--- src/verilog/pwmg_cfg.svh ---
// Offsets, field positions, reset values and timing counts of the PWM channel
`ifndef PWMG_CFG_SVH
`define PWMG_CFG_SVH
`define PWMG_A_BLANK      8'h00
`define PWMG_A_CTRL       8'h04
`define PWMG_A_PERIOD     8'h08
`define PWMG_A_DUTY       8'h0C
`define PWMG_A_PHASE      8'h10
`define PWMG_A_STAT       8'h14
`define PWMG_B_HRISE      15
`define PWMG_B_HFALL      14
`define PWMG_B_LRISE      13
`define PWMG_B_LFALL      12
`define PWMG_B_FLTBLK     11
`define PWMG_B_CLBLK      10
`define PWMG_B_DUR_HI     9
`define PWMG_B_DUR_LO     3
`define PWMG_BLANK_WMASK  16'hFFF8
`define PWMG_RST_BLANK    16'h0000
`define PWMG_RST_CTRL     10'h000
`define PWMG_RST_PERIOD   16'hFFFF
`define PWMG_RST_DUTY     16'h0000
`define PWMG_RST_PHASE    16'h0000
`define PWMG_STEP_NS      8
`define PWMG_CLK_NS       50
`define PWMG_NS_W         10
`endif

--- src/verilog/pwmg_pkg.sv ---
// Types shared by the PWM channel design
package pwmg_pkg;
   typedef enum logic [1:0] {
      PWMG_PAIR_COMP  = 2'b00,
      PWMG_PAIR_INDEP = 2'b01,
      PWMG_PAIR_PP    = 2'b10,
      PWMG_PAIR_RSV   = 2'b11
   } pwmg_pair_e;

   typedef struct packed {
      logic [1:0] faultData;
      logic       faultEn;
      logic       curResetEn;
      logic       curLimitEn;
      logic       indepTb;
      logic       phaseEn;
      pwmg_pair_e pairMode;
      logic       enable;
   } pwmg_ctrl_s;

   typedef struct packed {
      logic       hRise;
      logic       hFall;
      logic       lRise;
      logic       lFall;
      logic       fltBlank;
      logic       clBlank;
      logic [6:0] duration;
      logic [2:0] unused;
   } pwmg_blank_s;

   typedef logic [15:0] pwmg_cnt_t;
endpackage

--- src/verilog/pwmg_gen.sv ---
// One PWM generator channel with leading edge blanking and Wishbone registers
//
// Local design decisions: the Wishbone slave port and the address map.
`timescale 1ns/10ps
`default_nettype none
`include "pwmg_cfg.svh"

module pwmg_gen (
   input  wire logic                sys_clk,
   input  wire logic                arst_n,
   input  wire logic                ce,
   input  wire logic                wb_cyc_i,
   input  wire logic                wb_stb_i,
   input  wire logic                wb_we_i,
   input  wire logic [7:0]          wb_adr_i,
   input  wire logic [3:0]          wb_sel_i,
   input  wire logic [31:0]         wb_dat_i,
   output var  logic [31:0]         wb_dat_o,
   output var  logic                wb_ack_o,
   input  wire logic                ptmrMatch,
   input  wire logic                faultPin,
   input  wire logic                curLimitPin,
   input  wire logic                curResetPin,
   output var  logic                highSideOutput,
   output var  logic                lowSideOutput
);
   import pwmg_pkg::*;

   pwmg_blank_s blank_q;
   pwmg_ctrl_s  ctrl_q;
   pwmg_cnt_t   period_q;
   pwmg_cnt_t   duty_q;
   pwmg_cnt_t   phase_q;
   pwmg_cnt_t   cnt_q;
   pwmg_cnt_t   cnt_d;
   logic [`PWMG_NS_W-1:0] blankNs_q;
   logic [`PWMG_NS_W-1:0] blankNs_d;
   logic [`PWMG_NS_W-1:0] durNs;
   logic [2:0]  pinMeta_q;
   logic [2:0]  pinSync_q;
   logic        rstPin_q;
   logic        ppPhase_q;
   logic        clTrunc_q;
   logic        hPrev_q;
   logic        lPrev_q;

   // Bus decode
   wire         wbReq  = wb_cyc_i && wb_stb_i && !wb_ack_o;
   wire         wbWr   = wbReq && wb_we_i;
   wire         selBlk = wb_adr_i == `PWMG_A_BLANK;
   wire         selCtl = wb_adr_i == `PWMG_A_CTRL;
   wire         selPer = wb_adr_i == `PWMG_A_PERIOD;
   wire         selDut = wb_adr_i == `PWMG_A_DUTY;
   wire         selPha = wb_adr_i == `PWMG_A_PHASE;
   wire         selSta = wb_adr_i == `PWMG_A_STAT;
   wire [15:0]  laneMask = {{8{wb_sel_i[1]}}, {8{wb_sel_i[0]}}};
   wire [15:0]  wrLow    = wb_dat_i[15:0] & laneMask;

   function automatic logic [15:0] merge(input logic [15:0] old,
                                         input logic [15:0] nw,
                                         input logic [15:0] m);
      merge = (old & ~m) | (nw & m);
   endfunction

   wire [15:0]  blankWr = merge(blank_q, wrLow,
                                laneMask & `PWMG_BLANK_WMASK);
   wire [15:0]  ctrlWr  = merge({6'h00, ctrl_q}, wrLow, laneMask);
   wire [15:0]  stat    = {11'h000, clTrunc_q, ppPhase_q,
                           (blankNs_q != '0), lowSideOutput,
                           highSideOutput};

   wire [15:0]  rdMux =
      selBlk ? {blank_q[15:3], 3'h0} :
      selCtl ? {6'h00, ctrl_q} :
      selPer ? period_q :
      selDut ? duty_q :
      selPha ? phase_q :
      selSta ? stat : 16'h0000;

   // Register file; writes are taken in the cycle the ack is raised
   always_ff @(posedge sys_clk or negedge arst_n) begin
      if (!arst_n) begin
         blank_q  <= `PWMG_RST_BLANK;
         ctrl_q   <= `PWMG_RST_CTRL;
         period_q <= `PWMG_RST_PERIOD;
         duty_q   <= `PWMG_RST_DUTY;
         phase_q  <= `PWMG_RST_PHASE;
         wb_ack_o <= 1'b0;
         wb_dat_o <= 32'h0000_0000;
      end else if (ce) begin
         wb_ack_o <= wbReq;
         wb_dat_o <= {16'h0000, rdMux};
         if (wbWr && selBlk) blank_q  <= blankWr;
         if (wbWr && selCtl) ctrl_q   <= ctrlWr[9:0];
         if (wbWr && selPer) period_q <= merge(period_q, wrLow, laneMask);
         if (wbWr && selDut) duty_q   <= merge(duty_q, wrLow, laneMask);
         if (wbWr && selPha) phase_q  <= merge(phase_q, wrLow, laneMask);
      end
   end

   // Pin inputs: first stage is read only by the second
   always_ff @(posedge sys_clk or negedge arst_n) begin
      if (!arst_n) begin
         pinMeta_q <= 3'h0;
         pinSync_q <= 3'h0;
      end else if (ce) begin
         pinMeta_q <= {curResetPin, curLimitPin, faultPin};
         pinSync_q <= pinMeta_q;
      end
   end

   wire faultSync = pinSync_q[0];
   wire clSync    = pinSync_q[1];
   wire resetSync = pinSync_q[2];

   // Time base
   wire pwmRaw   = ctrl_q.enable && (cnt_q <= duty_q);
   wire resetReq = ctrl_q.curResetEn && resetSync && !rstPin_q
                   && (cnt_q > duty_q);
   wire indepEnd = ctrl_q.indepTb && (cnt_q >= phase_q);
   wire overPer  = !ctrl_q.indepTb && (cnt_q > period_q);
   wire syncLoad = !ctrl_q.indepTb && ptmrMatch;
   wire cycStart = ctrl_q.enable &&
                   (indepEnd || syncLoad || overPer || resetReq);

   always_comb begin
      if (!ctrl_q.enable)
         cnt_d = '0;
      else if (indepEnd)
         cnt_d = '0;
      else if (syncLoad)
         cnt_d = ctrl_q.phaseEn ? phase_q : '0;
      else if (overPer || resetReq)
         cnt_d = '0;
      else
         cnt_d = cnt_q + 16'h0001;
   end

   // Blanking: remaining time kept in ns so the 8 ns steps round up
   assign durNs = {blank_q.duration, 3'b000};
   wire hRose = highSideOutput && !hPrev_q;
   wire hFell = !highSideOutput && hPrev_q;
   wire lRose = lowSideOutput && !lPrev_q;
   wire lFell = !lowSideOutput && lPrev_q;
   wire blankTrig = (blank_q.hRise && hRose) ||
                    (blank_q.hFall && hFell) ||
                    (blank_q.lRise && lRose) ||
                    (blank_q.lFall && lFell);
   wire blanking  = blankNs_q != '0;

   always_comb begin
      if (blankTrig)
         blankNs_d = durNs;
      else if (blankNs_q > `PWMG_NS_W'(`PWMG_CLK_NS))
         blankNs_d = blankNs_q - `PWMG_NS_W'(`PWMG_CLK_NS);
      else
         blankNs_d = '0;
   end

   wire faultAct = ctrl_q.faultEn && faultSync &&
                   !(blank_q.fltBlank && blanking);
   wire clAct    = ctrl_q.curLimitEn && clSync &&
                   !(blank_q.clBlank && blanking);
   // Limit event in the start cycle still truncates the new cycle
   wire clHold   = clAct || (clTrunc_q && !cycStart);
   wire ovr      = faultAct || clHold;

   // Pair arrangement; one duty serves both push-pull phases
   wire ppNext   = cycStart ? !ppPhase_q : ppPhase_q;
   logic hsGen;
   logic lsGen;
   always_comb begin
      unique case (ctrl_q.pairMode)
         PWMG_PAIR_COMP: begin
            hsGen = pwmRaw;
            lsGen = ctrl_q.enable && !pwmRaw;
         end
         PWMG_PAIR_INDEP: begin
            hsGen = pwmRaw;
            lsGen = pwmRaw;
         end
         PWMG_PAIR_PP: begin
            hsGen = pwmRaw && !ppPhase_q;
            lsGen = pwmRaw && ppPhase_q;
         end
         default: begin
            hsGen = 1'b0;
            lsGen = 1'b0;
         end
      endcase
   end

   always_ff @(posedge sys_clk or negedge arst_n) begin
      if (!arst_n) begin
         cnt_q          <= '0;
         blankNs_q      <= '0;
         rstPin_q       <= 1'b0;
         ppPhase_q      <= 1'b0;
         clTrunc_q      <= 1'b0;
         hPrev_q        <= 1'b0;
         lPrev_q        <= 1'b0;
         highSideOutput <= 1'b0;
         lowSideOutput  <= 1'b0;
      end else if (ce) begin
         cnt_q          <= cnt_d;
         blankNs_q      <= blankNs_d;
         rstPin_q       <= resetSync;
         ppPhase_q      <= ctrl_q.enable && ppNext;
         clTrunc_q      <= clHold;
         hPrev_q        <= highSideOutput;
         lPrev_q        <= lowSideOutput;
         highSideOutput <= ovr ? ctrl_q.faultData[1] : hsGen;
         lowSideOutput  <= ovr ? ctrl_q.faultData[0] : lsGen;
      end
   end
endmodule

`default_nettype wire

--- config.mk ---
export PLATFORM = sky130hd
export DESIGN_NAME = pwmg_gen
export DESIGN_NICKNAME = d
export VERILOG_FILES = /design/src/verilog/pwmg_pkg.sv /design/src/verilog/pwmg_gen.sv
export VERILOG_INCLUDE_DIRS = /design/src /design/src/verilog
export SDC_FILE = /design/constraint.sdc
export NUM_CORES = 1
export LEC_CHECK = 0
export BUFFER_PORTS_ARGS = -buffer_cell sky130_fd_sc_hd__clkbuf_2
export CAP_MARGIN = 15
export CORE_MARGIN = 2
export CORE_UTILIZATION = 55
export CTS_CLUSTER_DIAMETER = 40
export DETAILED_ROUTE_END_ITERATION = 10
export PLACE_DENSITY_LB_ADDON = 0.15
export REMOVE_ABC_BUFFERS = 1
export SLEW_MARGIN = 20
export SYNTH_ARGS = -nofsm -noshare
export SYNTH_HDL_FRONTEND = slang
export SYNTH_SLANG_ARGS = --single-unit
export TNS_END_PERCENT = 100
--- constraint.sdc ---
create_clock -name sys_clk -period 7.05 [get_ports sys_clk]
set_clock_uncertainty 0.2 [all_clocks]
set_input_delay 0.3525 -clock sys_clk [delete_from_list [all_inputs] [get_ports sys_clk]]
set_output_delay 0.3525 -clock sys_clk [all_outputs]
set_load 0.01 [all_outputs]
Word level (Yosys, flattened, before mapping)
Index checks and enable logic that the tools add are counted.

Word-level logic and storage cells: 144. Bits of input ports: 54. Output and inout bits: 35. Bits in registers: 130.

Reduce and logical (&&, ||, !) cells: 65. Add/subtract/negate cells: 2. Bitwise logic cells: 15. Equal/unequal tests: 7. Muxes and demuxes: 18. $lt $le $gt $ge: 5.

Operators with widths (number): $mux W16 (10); $and A16 B16 Y16 (7); $or A16 B16 Y16 (4); $logic_and A1 B1 Y1 (35); $gt A16 B16 Y1 (2); $not A16 Y16 (2); $mux W10 (2); $add A16 B1 Y16 const B (1); $eq A8 B4 Y1 const B (2); $eq A8 B5 Y1 const B (2); $ge A16 B16 Y1 (1); $le A16 B16 Y1 (1); $logic_not A1 Y1 (12); $and A10 B10 Y10 (1); $gt A10 B6 Y1 const B (1); $or A10 B10 Y10 (1); $reduce_and A2 Y1 (5); $reduce_bool A10 Y1 (1); $sub A10 B6 Y10 const B (1); $logic_or A1 B1 Y1 (9); $eq A8 B3 Y1 const B (1); $logic_not A8 Y1 (1); $mux W5 (1); $mux W1 (3); 6 further kinds (6).

Longest topological paths before layout
Depth after elaboration: 11. Gate-level depth with buffers: 10. Mapped depth without buffers: 9.

Least setup slack after synthesis
OpenSTA, ideal clock, no wires.

Kind: reg-to-reg. From: register cnt_q[15]. To: register cnt_q[3]. Arrival time: 2389 ps. Clock period less this slack: 2672 ps. Slack: 4378 ps. Stages on the path, launching flop included: 10. Data required time: 6767 ps. Cells stage by stage: dfrtp_1 ha_1 nand4_1 nor4_1 nor3_1 o31a_1 a211o_1 buf_2 or2_2 o21ai_0.

Word-level cells in the longest chain between the ends: 7.

RTL lines: start: declaration (line pwmg_gen.sv:34) `pwmg_cnt_t cnt_q;`; start signal: assignment (line pwmg_gen.sv:205) `cnt_q <= cnt_d;`; $gt A16 B16 Y1, on equally long branches (line pwmg_gen.sv:121, pwmg_gen.sv:119); $logic_and A1 B1 Y1, on equally long branches (line pwmg_gen.sv:121, pwmg_gen.sv:119); $logic_or A1 B1 Y1 (line pwmg_gen.sv:133) `else if (overPer || resetReq)`; $mux W16 (line pwmg_gen.sv:133); $mux W16 (line pwmg_gen.sv:131) `else if (syncLoad)`; $mux W16 * (line pwmg_gen.sv:129) `else if (indepEnd)`; $mux W16 * (line pwmg_gen.sv:127) `if (!ctrl_q.enable)`.

Every way passes the cells marked *; elsewhere a longest branch is shown, timed or not. A chain may end at the register's enable or synchronous reset.

Final worst setup path
From: register cnt_q[9]. To: register ppPhase_q.

Word-level cells in the longest chain between the ends: 8.

RTL lines: $ge A16 B16 Y1 (line pwmg_gen.sv:120) `wire indepEnd = ctrl_q.indepTb && (cnt_q >= phase_q);`; $logic_and A1 B1 Y1 (line pwmg_gen.sv:120); $logic_or A1 B1 Y1 (2 in a row) (line pwmg_gen.sv:124) `(indepEnd || syncLoad || overPer || resetReq);`; $logic_or A1 B1 Y1 * (line pwmg_gen.sv:124); $logic_and A1 B1 Y1 * (line pwmg_gen.sv:123) `wire cycStart = ctrl_q.enable &&`; $mux W1 * (line pwmg_gen.sv:169) `wire ppNext = cycStart ? !ppPhase_q : ppPhase_q;`; $logic_and A1 B1 Y1 * (line pwmg_gen.sv:208) `ppPhase_q <= ctrl_q.enable && ppNext;`; end signal: assignment (line pwmg_gen.sv:208); end: declaration (line pwmg_gen.sv:42) `logic ppPhase_q;`.

Marked as above.

==> results.cfg <==
[floorplan]
io_pins = 89
dieArea_um2 = 14600
rows = 42
core_um2 = 13300
die_h_um = 121
initial_utilization = 0.565
fp.dieW_um = 121

[power]
switching_share = 0.255
intPower_mw = 1.46
ir_worst_vdd_uv = 204
seq_power_share = 0.409
finalPower_mw = 1.96
clkPwrFrac = 0.475
power.switching_mw = 0.499
p_comb_frac = 0.116
power_leakage_nw = 4.17
power_density_nw_per_um2 = 227

[logic_synthesis]
yosysWarnings = 0
synth_flop_cell = dfrtp_1
synthCells = 814
synth_edf_count = 0
ys_ff_latch = 126
ys_types = 68
synthDominantCellAreaShare = 0.366
synth_area_leader_cell = dfrtp_1
async_flop_share = 1.00
synth_area_leaders = dfrtp_1 37%, ha_1 8.3%, o21ai_0 5.9%, dfstp_2 5.6%, mux2_2 5.2%
avgSynthCellArea_um2 = 9.23
synth_seq_area_share = 0.422
synth_area_um2 = 7510

[timing]
timing.final.crit_period_ps = 3470
maxSlewHeadroom = 0.382
setup_viol = 0
timing.final.crit_share = 0.492
slew_violations = 0
hold_violations = 0
rsz0062_at_grt = false
max_freq_ghz = 0.289
setup_slack_ps = 3580
fin_setup_tns_ps = 0
worst_pin_slew_ps = 927

[finish]
syn_to_final_growth_pct = 15.0
nets = 980
layout_commonest_cell = dfrtp_1
num_antenna_cells = 0
drive_gt1_frac = 0.174
layout_common_cells = 110 x dfrtp_1, 93 x nand2_1, 89 x o21ai_0

[setup_path]
cpMaxStageDelayCell = nor4_1
path_class = reg -> reg
path_cells = ha_1 -> nand4_1 -> nor4_1 -> nor3_1 -> o31a_1 -> a211o_1 -> or3b_2 -> nand3_1
cp-start-kind = register
path_delay_family = simple AND/OR/NAND/NOR gates
crit_fanout = 11
critical-path-max-stage-delay_ps = 720
endpoint_kind = register
crit_arrival_ps = 3620
crit_buf_inv = 0
critPathRequiredTime_ps = 7200

[global_route]
grt_max_degree = 72
grt.overflow.total = 0
grt_pass1_vias = 6456
grt_pass1_wl_um = 34000
antenna_found_initial = 0
grt_usage = 0.305

[route]
vias_per_cell = 6.23
drtIter0Drc = 692
final_antenna_net_count = 0
wl_per_cell_um = 19.9
dr.pass1.iters = 5
drt_wl_total_um = 21200
route.detailed.drc = 0
vias = 6636

[cts]
clock_sinks = 126
cts_made_buffers = 17
clockBufferDepth = 2
cts_setup_buffers = 0
cts_tree = yes
cts_root_buffer = clkbuf_16
cts_htree_levels = 4
clock_latency_ps = 420
path_clk_slew_ps = 60

[status]
status = completed

[place]
place_ws_ps = 3680
gp_congestion = 0.974
dp_hpwl_um = 15400
port-buffer-count = 54

[flow_run]
drv_cap = 0

[hold_path]
hp-class = in -> reg
-- power groups by stage --
stage          clock network, mW  logic (mW)  registers, mW
3_5_place_dp                   0       0.217          0.812
3_3_place_gp                   0       0.206          0.810
4_1_cts                    0.941       0.225          0.801
2_1_floorplan                  0       0.137          0.804
5_1_grt                    0.971       0.253          0.808
6_report                   0.933       0.228          0.801
-- sequential cells by signal, summed over array words and instances (netlist names) --
name            flops
duty_q             16
lPrev_q             1
rstPin_q            1
ctrl_q             10
pinMeta_q           3
period_q           16
lowSideOutput       1
pinSync_q           3
blank_q            13
blankNs_q           9
ppPhase_q           1
clTrunc_q           1
hPrev_q             1
cnt_q              16
highSideOutput      1
wb_ack_o            1
phase_q            16
wb_dat_o           16
-- kinds of logic after synthesis --
logic type | synth area share
compound gates | 0.212
fa+ha+maj | 0.0833
other cells | 0.000499
buf+inv | 0.0669
xor+xnor | 0.00699
simple gates | 0.137
mux | 0.0711
flops | 0.422
-- worst paths after layout --
| kind | cells after the start | slack (ps) | from | end |
|---|---|---|---|---|
| setup / recovery | 8 | 3580 | cnt_q[9] | ppPhase_q |
| hold / removal | 3 | 7 | wb_dat_i[10] | period_q[10] |
| setup reg to reg | 8 | 3580 | cnt_q[9] | ppPhase_q |
| hold reg to reg | 2 | 300 | blankNs_q[9] | blankNs_q[9] |
| max in group asynchronous | 3 | 4920 | arst_n | phase_q[8] |
| min in group asynchronous | 2 | 330 | arst_n | blankNs_q[1] |
-- cell usage after synthesis (8+ instances only) --
cell type  instances
a21oi_1           44
dfstp_2           16
dfrtp_1          110
mux2i_1           14
nor2_1            42
a31oi_1            8
nand2_1           93
o21ai_0           89
a211oi_1           9
inv_1             67
nand3_1           12
a22o_1            10
mux2_2            35
buf_4             16
ha_1              50
o22ai_1           13
nand4_1           13
clkbuf_1          26
a22oi_1           11
nor3_1            14
-- cell type report --
class	count	area (µm²)
sequential	126	3170
inverter	67	251
timing repair buffer	76	470
clock buffer	22	464
clock inverter	10	161
tap	176	220
fill	1099	4660
multi-input combinational	588	3900
-- timing repair --
action | 4_1_cts | 5_1_grt
resized for setup | 0 | 0
hold endpoints to repair | 64 | 0
hold buffers | 13 | 0
-- worst register-to-register path: cells and delay by family, from the launching register on --
family | cells | cell delay (ps)
AO/OA/AOI/OAI | 2 | 630
adder cells (fa/ha/maj) | 1 | 370
flip-flops | 1 | 510
AND/OR/NAND/NOR | 5 | 1700
-- per-stage QoR --
| step | hold WS, ps | util | instance area (µm²) | cells |
|---|---|---|---|---|
| final | 7.03 | 0.650 | 8640 | 1065 |
| after global routing | 15.4 | 0.650 | 8640 | 1065 |
| after CTS | 0.760 | 0.650 | 8640 | 1065 |
| after detailed placement | 256 | 0.593 | 7880 | 1020 |
| after global placement | 247 | 0.593 | 7880 | 1020 |
| after floorplan | -143 | - | 7320 | 781 |
-- per-layer routing --
layer	share of wire	vias to the layer above	wire, µm	GRT usage
met5	0	-	0	0
met4	0.018	0	373	0.113
met3	0.080	26	1710	0.0644
met2	0.46	296	9850	0.470
met1	0.44	3262	9270	0.424
li1	-	3052	-	-
No activity file was read; power rests on OpenSTA's default activity.
